[src/common/irq_prio_pkg.sv]
package irq_prio_pkg;
  localparam int num_src = 40;
  localparam int src_w = 6;
  localparam int lvl_w = 3;
  localparam int pc_w = 32;
  localparam int code_w = 16;
  localparam logic [pc_w-1:0] pc_step = 32'h0000_0004;
  localparam logic [code_w-1:0] code_base = 16'h0080;
  localparam logic [code_w-1:0] code_step = 16'h0010;
  localparam logic [code_w-1:0] code_gap = 16'h0040;
  localparam int gap_from = 8;
  localparam logic [code_w-1:0] code_nmi_pin = 16'h0010;
  localparam logic [code_w-1:0] code_nmi_wdog = 16'h0020;
  localparam logic [code_w-1:0] code_illegal = 16'h0060;
  localparam logic [code_w-1:0] code_trap0 = 16'h0040;
  localparam logic [code_w-1:0] code_trap1 = 16'h0050;
  localparam logic [pc_w-1:0] reset_pc = 32'h0000_0000;
  localparam logic [lvl_w-1:0] lowest_level = 3'h7;
  localparam int prio_wdog = 0;
  localparam int prio_csi0_i2c = 19;
  localparam int prio_uart0_rx_csi1 = 21;
  localparam int prio_i2c_ch1 = 24;
  localparam int prio_vehbus_xfer = 29;
  localparam int prio_vehbus_comm = 30;
  localparam int prio_dma_first = 32;
  localparam int prio_dma_last = 37;
  localparam int prio_key_return = 39;
  localparam int prio_timer2 = 13;
  localparam int prio_timer7 = 18;
endpackage

[src/irq_flag_cell.sv]
`timescale 1ns/100ps
// One pending flag: set wins over clear in the same cycle
module irq_flag_cell (
  input wire logic mclk,
  input wire logic srst,
  input wire logic present,
  input wire logic set_req,
  input wire logic clr_req,
  output logic pending
);
  logic next_pending;

  always_comb begin
    next_pending = pending;
    if (clr_req) begin
      next_pending = 1'b0;
    end
    if (set_req) begin
      next_pending = 1'b1;
    end
    if (!present) begin
      next_pending = 1'b0;
    end
  end

  always_ff @(posedge mclk) begin
    if (srst) begin
      pending <= 1'b0;
    end else begin
      pending <= next_pending;
    end
  end
endmodule // irq_flag_cell

[src/irq_vector_resolver.sv]
`timescale 1ns/100ps
// How it works
// [RL1] Simultaneous requests resolved by default priority, 0 highest
// [RL2] Save restored PC to matching save register
// [RL3] Interrupt during divide saves divide's own address
// [RL4] Illegal opcode: saved PC minus 4 is offender
// [RL5] Saved PC is next instruction address
// [RL6] Watchdog overflow goes one path only
// [RL7] I2C sources exist only with I2C option
// [RL8] Vehicle-bus sources 29, 30 only in large variant
// [RL9] Key return lowest priority 39, code 0330h
// [RL10] DMA done sources at 32..37, 02c0h..0310h
// [RL11] Timers 2..7 one request each, 13..18
// [RL12] Acknowledge writes cause half and loads handler
// [RL13] Route bit 0 makes watchdog maskable priority 0
// [RL14] Programmable level checked before default priority
// [RL15] Requests held pending until acknowledged or cleared
module irq_vector_resolver
  import irq_prio_pkg::*;
#(
  parameter bit has_i2c = 1'b1,
  parameter bit has_vehbus = 1'b1
) (
  input wire logic mclk,
  input wire logic srst,
  input wire logic [irq_prio_pkg::num_src-1:0] src_req,
  input wire logic [irq_prio_pkg::num_src-1:0] src_mask,
  input wire logic [irq_prio_pkg::num_src*irq_prio_pkg::lvl_w-1:0] src_level,
  input wire logic [irq_prio_pkg::num_src-1:0] sw_clear,
  input wire logic i2c_ch0_irq,
  input wire logic csi0_tx_done_irq,
  input wire logic uart0_rx_done_irq,
  input wire logic clk_serial1_tx_done_irq,
  input wire logic wdog_overflow,
  input wire logic wdog_irq_route_bit,
  input wire logic int_enable,
  input wire logic nmi_pin_req,
  input wire logic nmi_busy,
  input wire logic [irq_prio_pkg::lvl_w-1:0] cur_level,
  input wire logic cpu_ready,
  input wire logic [irq_prio_pkg::pc_w-1:0] cur_pc,
  input wire logic [irq_prio_pkg::pc_w-1:0] next_pc,
  input wire logic halfword_divide_instr,
  input wire logic illegal_opcode_trap,
  input wire logic trap_req,
  input wire logic [4:0] trap_num,
  output logic [irq_prio_pkg::num_src-1:0] pending,
  output logic wdog_overflow_nonmaskable_irq,
  output logic take,
  output logic take_nonmaskable,
  output logic [irq_prio_pkg::src_w-1:0] taken_src,
  output logic [irq_prio_pkg::lvl_w-1:0] taken_level,
  output logic [irq_prio_pkg::pc_w-1:0] maskable_saved_pc,
  output logic [irq_prio_pkg::pc_w-1:0] nonmaskable_saved_pc,
  output logic [irq_prio_pkg::code_w-1:0] maskable_cause_half,
  output logic [irq_prio_pkg::code_w-1:0] nonmaskable_cause_half,
  output logic [irq_prio_pkg::pc_w-1:0] handler_pc
);

  // Code for a maskable source; 8..39 sit after a gap of four vectors
  function automatic logic [code_w-1:0] src_code(input logic [src_w-1:0] s);
    logic [code_w-1:0] c;
    c = code_base + code_step * code_w'(s);
    if (int'(s) >= gap_from) begin
      c = c + code_gap;
    end
    return c;
  endfunction

  function automatic logic [lvl_w-1:0] lvl_of(input logic [src_w-1:0] s,
                                              input logic [num_src*lvl_w-1:0] v);
    return v[int'(s)*lvl_w +: lvl_w];
  endfunction

  logic [num_src-1:0] present;
  logic [num_src-1:0] raw_set;
  logic wdog_maskable;
  logic [num_src-1:0] ack_clr;

  // [RL6] exclusive watchdog route
  assign wdog_maskable = wdog_overflow & ~wdog_irq_route_bit;
  assign wdog_overflow_nonmaskable_irq = wdog_overflow & wdog_irq_route_bit;

  always_comb begin
    present = '1;
    // [RL7] I2C option only
    present[prio_i2c_ch1] = has_i2c;
    // [RL8] vehicle-bus variant only
    present[prio_vehbus_xfer] = has_vehbus;
    present[prio_vehbus_comm] = has_vehbus;
    raw_set = src_req;
    // [RL13] maskable watchdog slot
    raw_set[prio_wdog] = wdog_maskable;
    // [RL15] shared vector flags
    raw_set[prio_csi0_i2c] = csi0_tx_done_irq | (i2c_ch0_irq & has_i2c);
    raw_set[prio_uart0_rx_csi1] = uart0_rx_done_irq | clk_serial1_tx_done_irq;
  end

  // [RL15] sticky pending flags
  // [RL11] timers 2..7 map one line each at 13..18
  // [RL10] DMA lines at 32..37
  for (genvar i = 0; i < num_src; i++) begin : g_flag
    irq_flag_cell u_flag (
      .mclk(mclk),
      .srst(srst),
      .present(present[i]),
      .set_req(raw_set[i]),
      .clr_req(sw_clear[i] | ack_clr[i]),
      .pending(pending[i])
    );
  end

  logic sel_valid;
  logic [src_w-1:0] sel_src;
  logic [lvl_w-1:0] sel_lvl;

  // [RL14] level first, then default order
  // [RL1] lower index wins ties
  always_comb begin
    sel_valid = 1'b0;
    sel_src = '0;
    sel_lvl = lowest_level;
    for (int i = 0; i < num_src; i++) begin
      if (pending[i] && !src_mask[i]) begin
        if (!sel_valid || lvl_of(src_w'(i), src_level) < sel_lvl) begin
          sel_valid = 1'b1;
          sel_src = src_w'(i);
          sel_lvl = lvl_of(src_w'(i), src_level);
        end
      end
    end
  end

  typedef enum logic [2:0] {
    ev_none = 3'h1,
    ev_nmi = 3'h2,
    ev_mask = 3'h4
  } ev_t;

  logic [1:0] nmi_latch;
  logic [1:0] next_nmi_latch;
  ev_t ev;
  logic [pc_w-1:0] restored_pc;
  logic maskable_ok;
  logic next_take;
  logic next_take_nm;
  logic [src_w-1:0] next_taken_src;
  logic [lvl_w-1:0] next_taken_level;
  logic [pc_w-1:0] next_mpc;
  logic [pc_w-1:0] next_npc;
  logic [code_w-1:0] next_mcause;
  logic [code_w-1:0] next_ncause;
  logic [pc_w-1:0] next_handler;

  assign maskable_ok = sel_valid && int_enable && !nmi_busy && (sel_lvl < cur_level || cur_level == lowest_level);

  // [RL3] divide restarts
  // [RL5] otherwise next instruction
  // [RL4] trap leaves offender at saved minus 4
  always_comb begin
    if (halfword_divide_instr && !illegal_opcode_trap && !trap_req) begin
      restored_pc = cur_pc;
    end else if (illegal_opcode_trap) begin
      restored_pc = cur_pc + pc_step;
    end else begin
      restored_pc = next_pc;
    end
  end

  always_comb begin
    next_nmi_latch = nmi_latch;
    if (nmi_pin_req) begin
      next_nmi_latch[0] = 1'b1;
    end
    if (wdog_overflow_nonmaskable_irq) begin
      next_nmi_latch[1] = 1'b1;
    end
    ack_clr = '0;
    next_take = 1'b0;
    next_take_nm = 1'b0;
    next_taken_src = taken_src;
    next_taken_level = taken_level;
    next_mpc = maskable_saved_pc;
    next_npc = nonmaskable_saved_pc;
    next_mcause = maskable_cause_half;
    next_ncause = nonmaskable_cause_half;
    next_handler = handler_pc;
    ev = ev_none;
    if (cpu_ready && !nmi_busy && (nmi_latch != 2'h0)) begin
      ev = ev_nmi;
    end else if (cpu_ready && (illegal_opcode_trap || trap_req)) begin
      ev = ev_mask;
    end else if (cpu_ready && maskable_ok) begin
      ev = ev_mask;
    end
    case (ev)
      ev_nmi: begin
        // [RL2] non-maskable save
        next_take_nm = 1'b1;
        next_npc = restored_pc;
        if (nmi_latch[0]) begin
          next_nmi_latch[0] = nmi_pin_req;
          next_ncause = code_nmi_pin;
        end else begin
          next_nmi_latch[1] = wdog_overflow_nonmaskable_irq;
          next_ncause = code_nmi_wdog;
        end
        next_handler = pc_w'(next_ncause);
      end
      ev_mask: begin
        // [RL2] maskable save
        // [RL12] cause half and handler
        next_take = 1'b1;
        next_mpc = restored_pc;
        if (illegal_opcode_trap) begin
          next_mcause = code_illegal;
          next_handler = pc_w'(code_illegal);
        end else if (trap_req) begin
          next_mcause = (trap_num[4] ? code_trap1 : code_trap0) | code_w'(trap_num[3:0]);
          next_handler = pc_w'(trap_num[4] ? code_trap1 : code_trap0);
        end else begin
          // [RL9] key return code via table position
          next_mcause = src_code(sel_src);
          next_handler = pc_w'(src_code(sel_src));
          next_taken_src = sel_src;
          next_taken_level = sel_lvl;
          ack_clr[sel_src] = 1'b1;
        end
      end
      default: begin
      end
    endcase
  end

  always_ff @(posedge mclk) begin
    if (srst) begin
      nmi_latch <= 2'h0;
      take <= 1'b0;
      take_nonmaskable <= 1'b0;
      taken_src <= '0;
      taken_level <= lowest_level;
      maskable_saved_pc <= reset_pc;
      nonmaskable_saved_pc <= reset_pc;
      maskable_cause_half <= '0;
      nonmaskable_cause_half <= '0;
      handler_pc <= reset_pc;
    end else begin
      nmi_latch <= next_nmi_latch;
      take <= next_take;
      take_nonmaskable <= next_take_nm;
      taken_src <= next_taken_src;
      taken_level <= next_taken_level;
      maskable_saved_pc <= next_mpc;
      nonmaskable_saved_pc <= next_npc;
      maskable_cause_half <= next_mcause;
      nonmaskable_cause_half <= next_ncause;
      handler_pc <= next_handler;
    end
  end
endmodule // irq_vector_resolver

[config.mk]
export PLATFORM = sky130hd
export DESIGN_NAME = irq_vector_resolver
export DESIGN_NICKNAME = d
export VERILOG_FILES = /design/src/common/irq_prio_pkg.sv /design/src/irq_flag_cell.sv /design/src/irq_vector_resolver.sv
export SDC_FILE = /design/constraint.sdc
export NUM_CORES = 1
export LEC_CHECK = 0
export CORE_ASPECT_RATIO = 0.6
export CORE_MARGIN = 5
export CORE_UTILIZATION = 40
export DETAILED_ROUTE_END_ITERATION = 8
export DONT_BUFFER_PORTS = 1
export GPL_TIMING_DRIVEN = 0
export MAX_ROUTING_LAYER = met4
export RECOVER_POWER = 50
export SLEW_MARGIN = 10
export SYNTH_ARGS = -nofsm -noshare
export SYNTH_HDL_FRONTEND = slang
export SYNTH_SLANG_ARGS = --single-unit
[constraint.sdc]
create_clock -name mclk -period 29.3 [get_ports mclk]
set_input_delay 1.465 -clock mclk [delete_from_list [all_inputs] [get_ports mclk]]
set_output_delay 1.465 -clock mclk [all_outputs]
set_load 0.01 [all_outputs]
After elaboration in Yosys (flattened, before gate mapping)
Index checks and enable logic that the tools add are counted.

Multiplexer cells: 342. Magnitude comparators: 43. Add/subtract/negate cells: 3. Bitwise gates (word level): 48. Eq/ne operators: 3. Reduce and logical (&&, ||, !) cells: 216.

Operator list (count): 6-bit 2-to-1 mux (77); 3-bit 2-to-1 mux (82); 1-bit 2-to-1 mux (168); 3-bit < comparator (40); 40-bit 2-to-1 mux (3); 2-bit nonzero test (42); 1-bit zero test (82); 32-bit 2-to-1 mux (2); 32-bit one-hot mux with 2 select lines (1); 12-bit 2-to-1 mux (5); 1-bit logical AND (50); 1-bit OR (42); 1-bit logical OR (41); 32-bit by 3-bit adder with 32-bit output, second input constant (1); 11-bit by 7-bit adder with 12-bit output, second input constant (1); 8-bit by 10-bit adder with 11-bit output, first input constant (1); 5-bit 2-to-1 mux (2); 6-bit by 7-bit < comparator with 1-bit output, second input constant (1); 7-bit by 4-bit OR with 7-bit output (1); 1-bit demux with 6-bit select (1); 3-bit equality test, second input constant (2); 6-bit by 1-bit greater-or-equal comparator with 1-bit output, second input constant (1); 6-bit by 4-bit greater-or-equal comparator with 1-bit output, second input constant (1); 3-bit by 2-bit equality test with 1-bit output, second input constant (1); 4 further kinds (7).

Word-level logic and storage cells: 705. Bits in registers: 181. Bits of input ports: 327. Output and inout bits: 180.

Logic depth before layout (Yosys ltp)
Depth after elaboration: 171. Mapped depth: 92. Depth with buffers taken out: 85.

Cells and area by module
A second synthesis with hierarchy kept.

Cells, all modules: 2052. Area total of the unflattened synthesis: 15148.3 um2.

By module, submodules not included: irq_vector_resolver (cells each 1892, area an instance 13546.7 um2, seq. area each 1981.9 um2, times used 1); irq_flag_cell (cells each 4, area an instance 40.0 um2, seq. area each 20.0 um2, times used 40).

Least setup slack after synthesis
Ideal clock, no wire load.

Path type: input-to-reg. Start point: input port src_level[0] in the netlist's numbering. End point: register g_flag[13].u_flag.pending. Buffers on the path: 4. Data required time: 29.169 ns. Slack: 7.563 ns. Stages on the path: 88. Setup time: 0.131 ns. Data arrival time: 21.606 ns. Path through: nor3b_1 -> maj3_2 -> a211oi_2 -> o211ai_1 -> o32ai_2 -> o21a_1 -> o211ai_2 -> a31oi_1 -> mux2_2 -> a311o_1 -> o211a_1 -> o41ai_4 -> mux2_2 -> a21oi_1 -> nor2_2 -> o31a_1 -> a311o_1 -> buf_6 -> [... 52 more ...] -> o21a_1 -> nor2_1 -> a21oi_1 -> ha_1 -> nor2_1 -> nand2_1 -> nor2_1 -> and4_1 -> o21ai_0 -> o21ai_0 -> ha_1 -> nand2_1 -> o2111ai_1 -> or2_0 -> or3_1 -> buf_2 -> nor4_1 -> nor3_1.

Cells in the longest elaborated chain, start to end: 168. Elaborated cells between the ends (all ways): 371. Those cells by class: 42 x order compare; 1 x eq/ne; 243 x mux; 1 x bitwise; 84 x reduce/logical.

Ends and longest elaborated chain: from (decl) (line irq_vector_resolver.sv:28) `input wire logic [irq_prio_pkg::num_src*irq_prio_pkg::lvl_w-1:0] src_level,`; 3-bit 2-to-1 mux (*) (line irq_vector_resolver.sv:124) `if (pending[i] && !src_mask[i]) begin`; 3-bit < comparator (line irq_vector_resolver.sv:125) `if (!sel_valid || lvl_of(src_w'(i), src_level) < sel_lvl) begin`; 1-bit logical OR (line irq_vector_resolver.sv:125); 3-bit 2-to-1 mux or 1-bit 2-to-1 mux (tied branches) (line irq_vector_resolver.sv:125); 3-bit 2-to-1 mux or 1-bit 2-to-1 mux (tied branches) (line irq_vector_resolver.sv:124); 3-bit < comparator or 1-bit zero test (tied branches) (line irq_vector_resolver.sv:125); 1-bit logical OR (line irq_vector_resolver.sv:125); 3-bit 2-to-1 mux or 1-bit 2-to-1 mux (tied branches) (line irq_vector_resolver.sv:125); [... 149 more ...]; net sel_lvl[2] (line irq_vector_resolver.sv:115) `logic [lvl_w-1:0] sel_lvl;`; [... 3 more ...]; 1-bit logical AND (*) (line irq_vector_resolver.sv:193) `end else if (cpu_ready && maskable_ok) begin`; 3-bit 2-to-1 mux (*) (line irq_vector_resolver.sv:193); 3-bit 2-to-1 mux (*) (line irq_vector_resolver.sv:191) `end else if (cpu_ready && (illegal_opcode_trap || trap_req)) begin`; 3-bit 2-to-1 mux (*) (line irq_vector_resolver.sv:189) `if (cpu_ready && !nmi_busy && (nmi_latch != 2'h0)) begin`; 3-bit equality test (*) (line irq_vector_resolver.sv:196) `case (ev)`; 40-bit 2-to-1 mux (*) (line irq_vector_resolver.sv:196); 1-bit OR (*) (line irq_vector_resolver.sv:108) `.clr_req(sw_clear[i] | ack_clr[i]),`; 2-bit nonzero test (no source line) (*); to (signal assigned) (line irq_flag_cell.sv:30) `pending <= next_pending;`; to (decl) (line irq_flag_cell.sv:9) `output logic pending`.

Mark *: on every way through the listed nets, which the timed path passes. The rest lies on a longest branch. A chain may end at the register's enable or synchronous reset.

Worst setup path after layout
Start point: input port src_mask[0] in the netlist's numbering. End point: register g_flag[3].u_flag.pending.

Cells in the longest elaborated chain, start to end: 170. Elaborated cells between the ends (all ways): 375. Those cells by class: 42 x order compare; 1 x eq/ne; 244 x mux; 1 x bitwise; 87 x reduce/logical.

Ends and longest elaborated chain: from (decl) (line irq_vector_resolver.sv:27) `input wire logic [irq_prio_pkg::num_src-1:0] src_mask,`; 1-bit zero test (*) (line irq_vector_resolver.sv:124); 1-bit logical AND (*) (line irq_vector_resolver.sv:124); 3-bit 2-to-1 mux or 1-bit 2-to-1 mux (tied branches) (line irq_vector_resolver.sv:124); 3-bit < comparator or 1-bit zero test (tied branches) (line irq_vector_resolver.sv:125); 1-bit logical OR (line irq_vector_resolver.sv:125); 3-bit 2-to-1 mux or 1-bit 2-to-1 mux (tied branches) (line irq_vector_resolver.sv:125); 3-bit 2-to-1 mux or 1-bit 2-to-1 mux (tied branches) (line irq_vector_resolver.sv:124); 3-bit < comparator or 1-bit zero test (tied branches) (line irq_vector_resolver.sv:125); [... 151 more ...]; net sel_lvl[2] (line irq_vector_resolver.sv:115); [... 3 more ...]; 1-bit logical AND (*) (line irq_vector_resolver.sv:193); 3-bit 2-to-1 mux (*) (line irq_vector_resolver.sv:193); 3-bit 2-to-1 mux (*) (line irq_vector_resolver.sv:191); 3-bit 2-to-1 mux (*) (line irq_vector_resolver.sv:189); 3-bit equality test (*) (line irq_vector_resolver.sv:196); 40-bit 2-to-1 mux (*) (line irq_vector_resolver.sv:196); 1-bit OR (*) (line irq_vector_resolver.sv:108); 2-bit nonzero test (no source line) (*); to (signal assigned) (line irq_flag_cell.sv:30); to (decl) (line irq_flag_cell.sv:9).

Marked as above.

==> impl_metrics.py <==
metrics = {
    "status": {
        "outcome": "finished, final reports clean",
    },
    "synthesis": {
        "yosys.cell_types.count": 148,
        "synth_cells": 2035,
        "ys_seq_area_share_pct": 19.0,
        "synth_warnings": 0,
        "syn_area_um2": 14700,
        "synth_edf_count": 0,
        "async_flop_share_pct": 0,
        "synth_area_per_cell_um2": 7.21,
        "ys_dominant_reg_cell": "dfxtp_1",
        "ys_seq_elements": 139,
    },
    "drt": {
        "wirelength_um": 63000,
        "num_vias": 16300,
        "drc": 0,
        "firstDrtPassIters": 5,
        "first_iter_violations": 1575,
        "ant_nets": 0,
        "viasPerCell": 6.29,
        "wl_per_cell_um": 24.4,
    },
    "worst_setup_path": {
        "r2r_slack_ns": 4.95,
        "reg2regPathDepth": 84,
        "crit_path_top_delay_cell": "a2111oi_1",
        "arrival_ns": 25.32,
        "r2r-start": "g_flag[0].u_flag.pending$_SDFFE_PP0P_",
        "crit_path_max_incr_delay_ns": 0.86,
        "critPathRequiredTime_ns": 29.58,
        "critical_path_class": "in -> reg",
        "r2r_end": "g_flag[3].u_flag.pending$_SDFFE_PP0P_",
        "critPathCaptureType": "register",
        "crit_fanout": 9,
        "critPathLaunchType": "input port",
    },
    "placement": {
        "gp_congestion": 0.997,
        "dp.final_hpwl_um": 53000,
        "port_buffers": 0,
    },
    "hold_path": {
        "hold_path_class": "reg -> reg",
        "worstHoldStart": "maskable_cause_half[11]$_SDFFE_PP0P_",
        "min_to": "maskable_cause_half[11]$_SDFFE_PP0P_",
        "min_path_cells": 2,
    },
    "power": {
        "p_leak_nw": 6.13,
        "comb_power_share_pct": 46.9,
        "p_clk_share_pct": 26.4,
        "p_total_uw": 826,
        "pwr-share-seq_pct": 26.7,
        "switching_power_uw": 369,
        "swShare_pct": 44.7,
        "power-per-cell-area_nw_per_um2": 52.0,
        "p_int_uw": 457,
        "peakVddDrop_mv": 0.0439,
    },
    "sta": {
        "max_freq_ghz": 0.0399,
        "fin_hold_ws_ns": 0.488,
        "layout_worst_path_cycle_share_pct": 85.5,
        "tightest_slew_ns": 1.03,
        "finClkSkew_ns": 0.0120,
        "min_period_ns": 25.04,
        "maxSlewHeadroom_pct": 30.6,
        "setup_violations": 0,
        "slew_viol_final": 0,
        "finalHoldViolations": 0,
        "finalSetupTns_ns": 0,
        "rsz0062_at_grt": "false",
    },
    "job": {
        "maxCapViolations": 0,
    },
    "clocking": {
        "numClockSinks": 139,
        "ctsResizeCount": 0,
        "root_buffer": "clkbuf_16",
        "clkLatencyLatePin_ns": 0.45,
        "cts_tree": "yes",
        "clk_pin_slew_ns": 0.07,
        "htreeDepth": 4,
        "clockBufferDepth": 2,
        "hold_buffers": 0,
        "cts_buffers": 17,
        "post_cts_buffers": 0,
    },
    "floorplanning": {
        "die_width_um": 257,
        "die-area_um2": 40800,
        "core_um2": 36300,
        "rows": 54,
        "die_h_um": 158,
        "start_util_pct": 40.5,
        "io_pins": 507,
    },
    "grt": {
        "grt_first_pass_wirelength_um": 91500,
        "grt_max_degree": 17,
        "grt_pass1_vias": 14800,
        "grt_use_total_pct": 29.7,
        "antenna_found_initial": 2,
        "grt.overflow.total": 0,
    },
    "layout": {
        "syn_to_final_growth_pct": 8.21,
        "drive_above_1_share_pct": 11.5,
        "final_common_cell": "a21oi_1",
        "final_nets": 2432,
        "final_util_pct": 43.8,
        "layout_common_cells": "a21oi_1, nor2_1, nand2_1, dfxtp_1, inv_1",
    },
}
==> flip-flops by register name, indices dropped and copies added, names as in the netlist <==
signal	count
nonmaskable_cause_half	2
nonmaskable_saved_pc	32
maskable_cause_half	12
take_nonmaskable	1
maskable_saved_pc	32
nmi_latch	2
g_flag.u_flag.pending	40
take	1
taken_src	6
taken_level	3
handler_pc	8
==> through the flow <==
step	instance area (um2)	cells	setup WS [ns]
2_1_floorplan	14800	2076	7.56
3_3_place_gp	15400	2552	4.36
3_5_place_dp	15400	2553	4.19
4_1_cts	16000	2585	4.61
5_1_grt	15900	2586	2.57
6_report	15900	2588	4.26
==> area by class of cell <==
type	count	area [um2]
plain buffers	149	835
fillers	3840	20400
flip-flops and latches	139	2780
multi-input cells	1662	10600
clock buffers	17	425
inverters	126	473
repair buffers	1	7.51
clock inverters	15	150
diodes	3	7.51
well taps	476	596
==> power groups by stage <==
stage	clock network, mW	registers, mW	logic (mW)
CTS	0.222	0.221	0.383
detailed placement	0	0.225	0.381
global placement	0	0.225	0.374
global route	0.231	0.222	0.423
floorplan	0	0.217	0.286
finish	0.218	0.221	0.387
==> cells in the mapped netlist (all sizes together), types with 9 or more instances <==
library cell	count	area share [%]
o31a	13	0.86
o21a	25	1.3
and2	28	1.2
nand2b	49	2.1
o21bai	19	1.0
o311ai	10	0.65
a31o	15	0.95
or3	17	0.77
and2b	18	0.96
nor4	19	0.85
nor2	206	5.3
or2	31	1.3
buf	99	5.1
a211o	17	1.0
o21ai	119	4.1
a21boi	11	0.56
a22o	28	1.7
a311oi	22	1.4
a311o	13	0.89
nand3	61	2.1
and3	18	0.78
o221ai	10	0.76
ha	9	0.77
a31oi	34	1.6
clkbuf	50	1.5
inv	126	3.2
dfxtp	139	19
a211oi	87	4.6
nor3	44	1.5
o22ai	13	0.65
a21oi	207	7.1
a21o	31	1.7
o31ai	24	1.5
o211ai	26	1.5
mux2i	25	1.8
xnor2	25	1.5
nand4	16	0.68
nor2b	18	0.77
nand2	154	3.9
or2b	18	0.97
==> cell families after synthesis <==
family	Yosys count	share of synthesized area, %
AOI/OAI and AO/OA	802	39.6
muxes	33	2.51
buffers and inverters	275	9.90
adders and majority gates	17	1.33
xor gates and xnor gates	30	1.79
other	1	0.0255
DFF	139	19.0
and+or+nand+nor	738	25.9
==> how the worst max path moves through the flow <==
| stage | from | cells after the start | end |
|---|---|---|---|
| 2_1_floorplan | src_level[0] | 88 | g_flag[13].u_flag.pending$_SDFFE_PP0P_ |
| 3_3_place_gp | src_mask[0] | 81 | g_flag[36].u_flag.pending$_SDFFE_PP0P_ |
| 3_5_place_dp | src_mask[0] | 85 | g_flag[3].u_flag.pending$_SDFFE_PP0P_ |
| 4_1_cts | src_mask[0] | 85 | g_flag[3].u_flag.pending$_SDFFE_PP0P_ |
| 5_1_grt | src_mask[0] | 86 | g_flag[3].u_flag.pending$_SDFFE_PP0P_ |
| 6_report | src_mask[0] | 84 | g_flag[3].u_flag.pending$_SDFFE_PP0P_ |
==> worst max-delay path, delay by kind of cell <==
family / cells / cell delay, ns
fa+ha+maj: 2 / 0.40
simple gates: 19 / 5.13
compound gates: 54 / 15.75
mux: 7 / 2.27
buf+inv: 2 / 0.28
==> routing by layer <==
metal	track usage [%]	vias to the layer above	routed length, um
met3	8.83	94	6370
met1	41.2	7752	28500
met5	-	-	0
met2	41.4	773	26100
met4	9.40	0	2100
li1	-	7647	-
No activity file was read; power rests on OpenSTA's default activity.
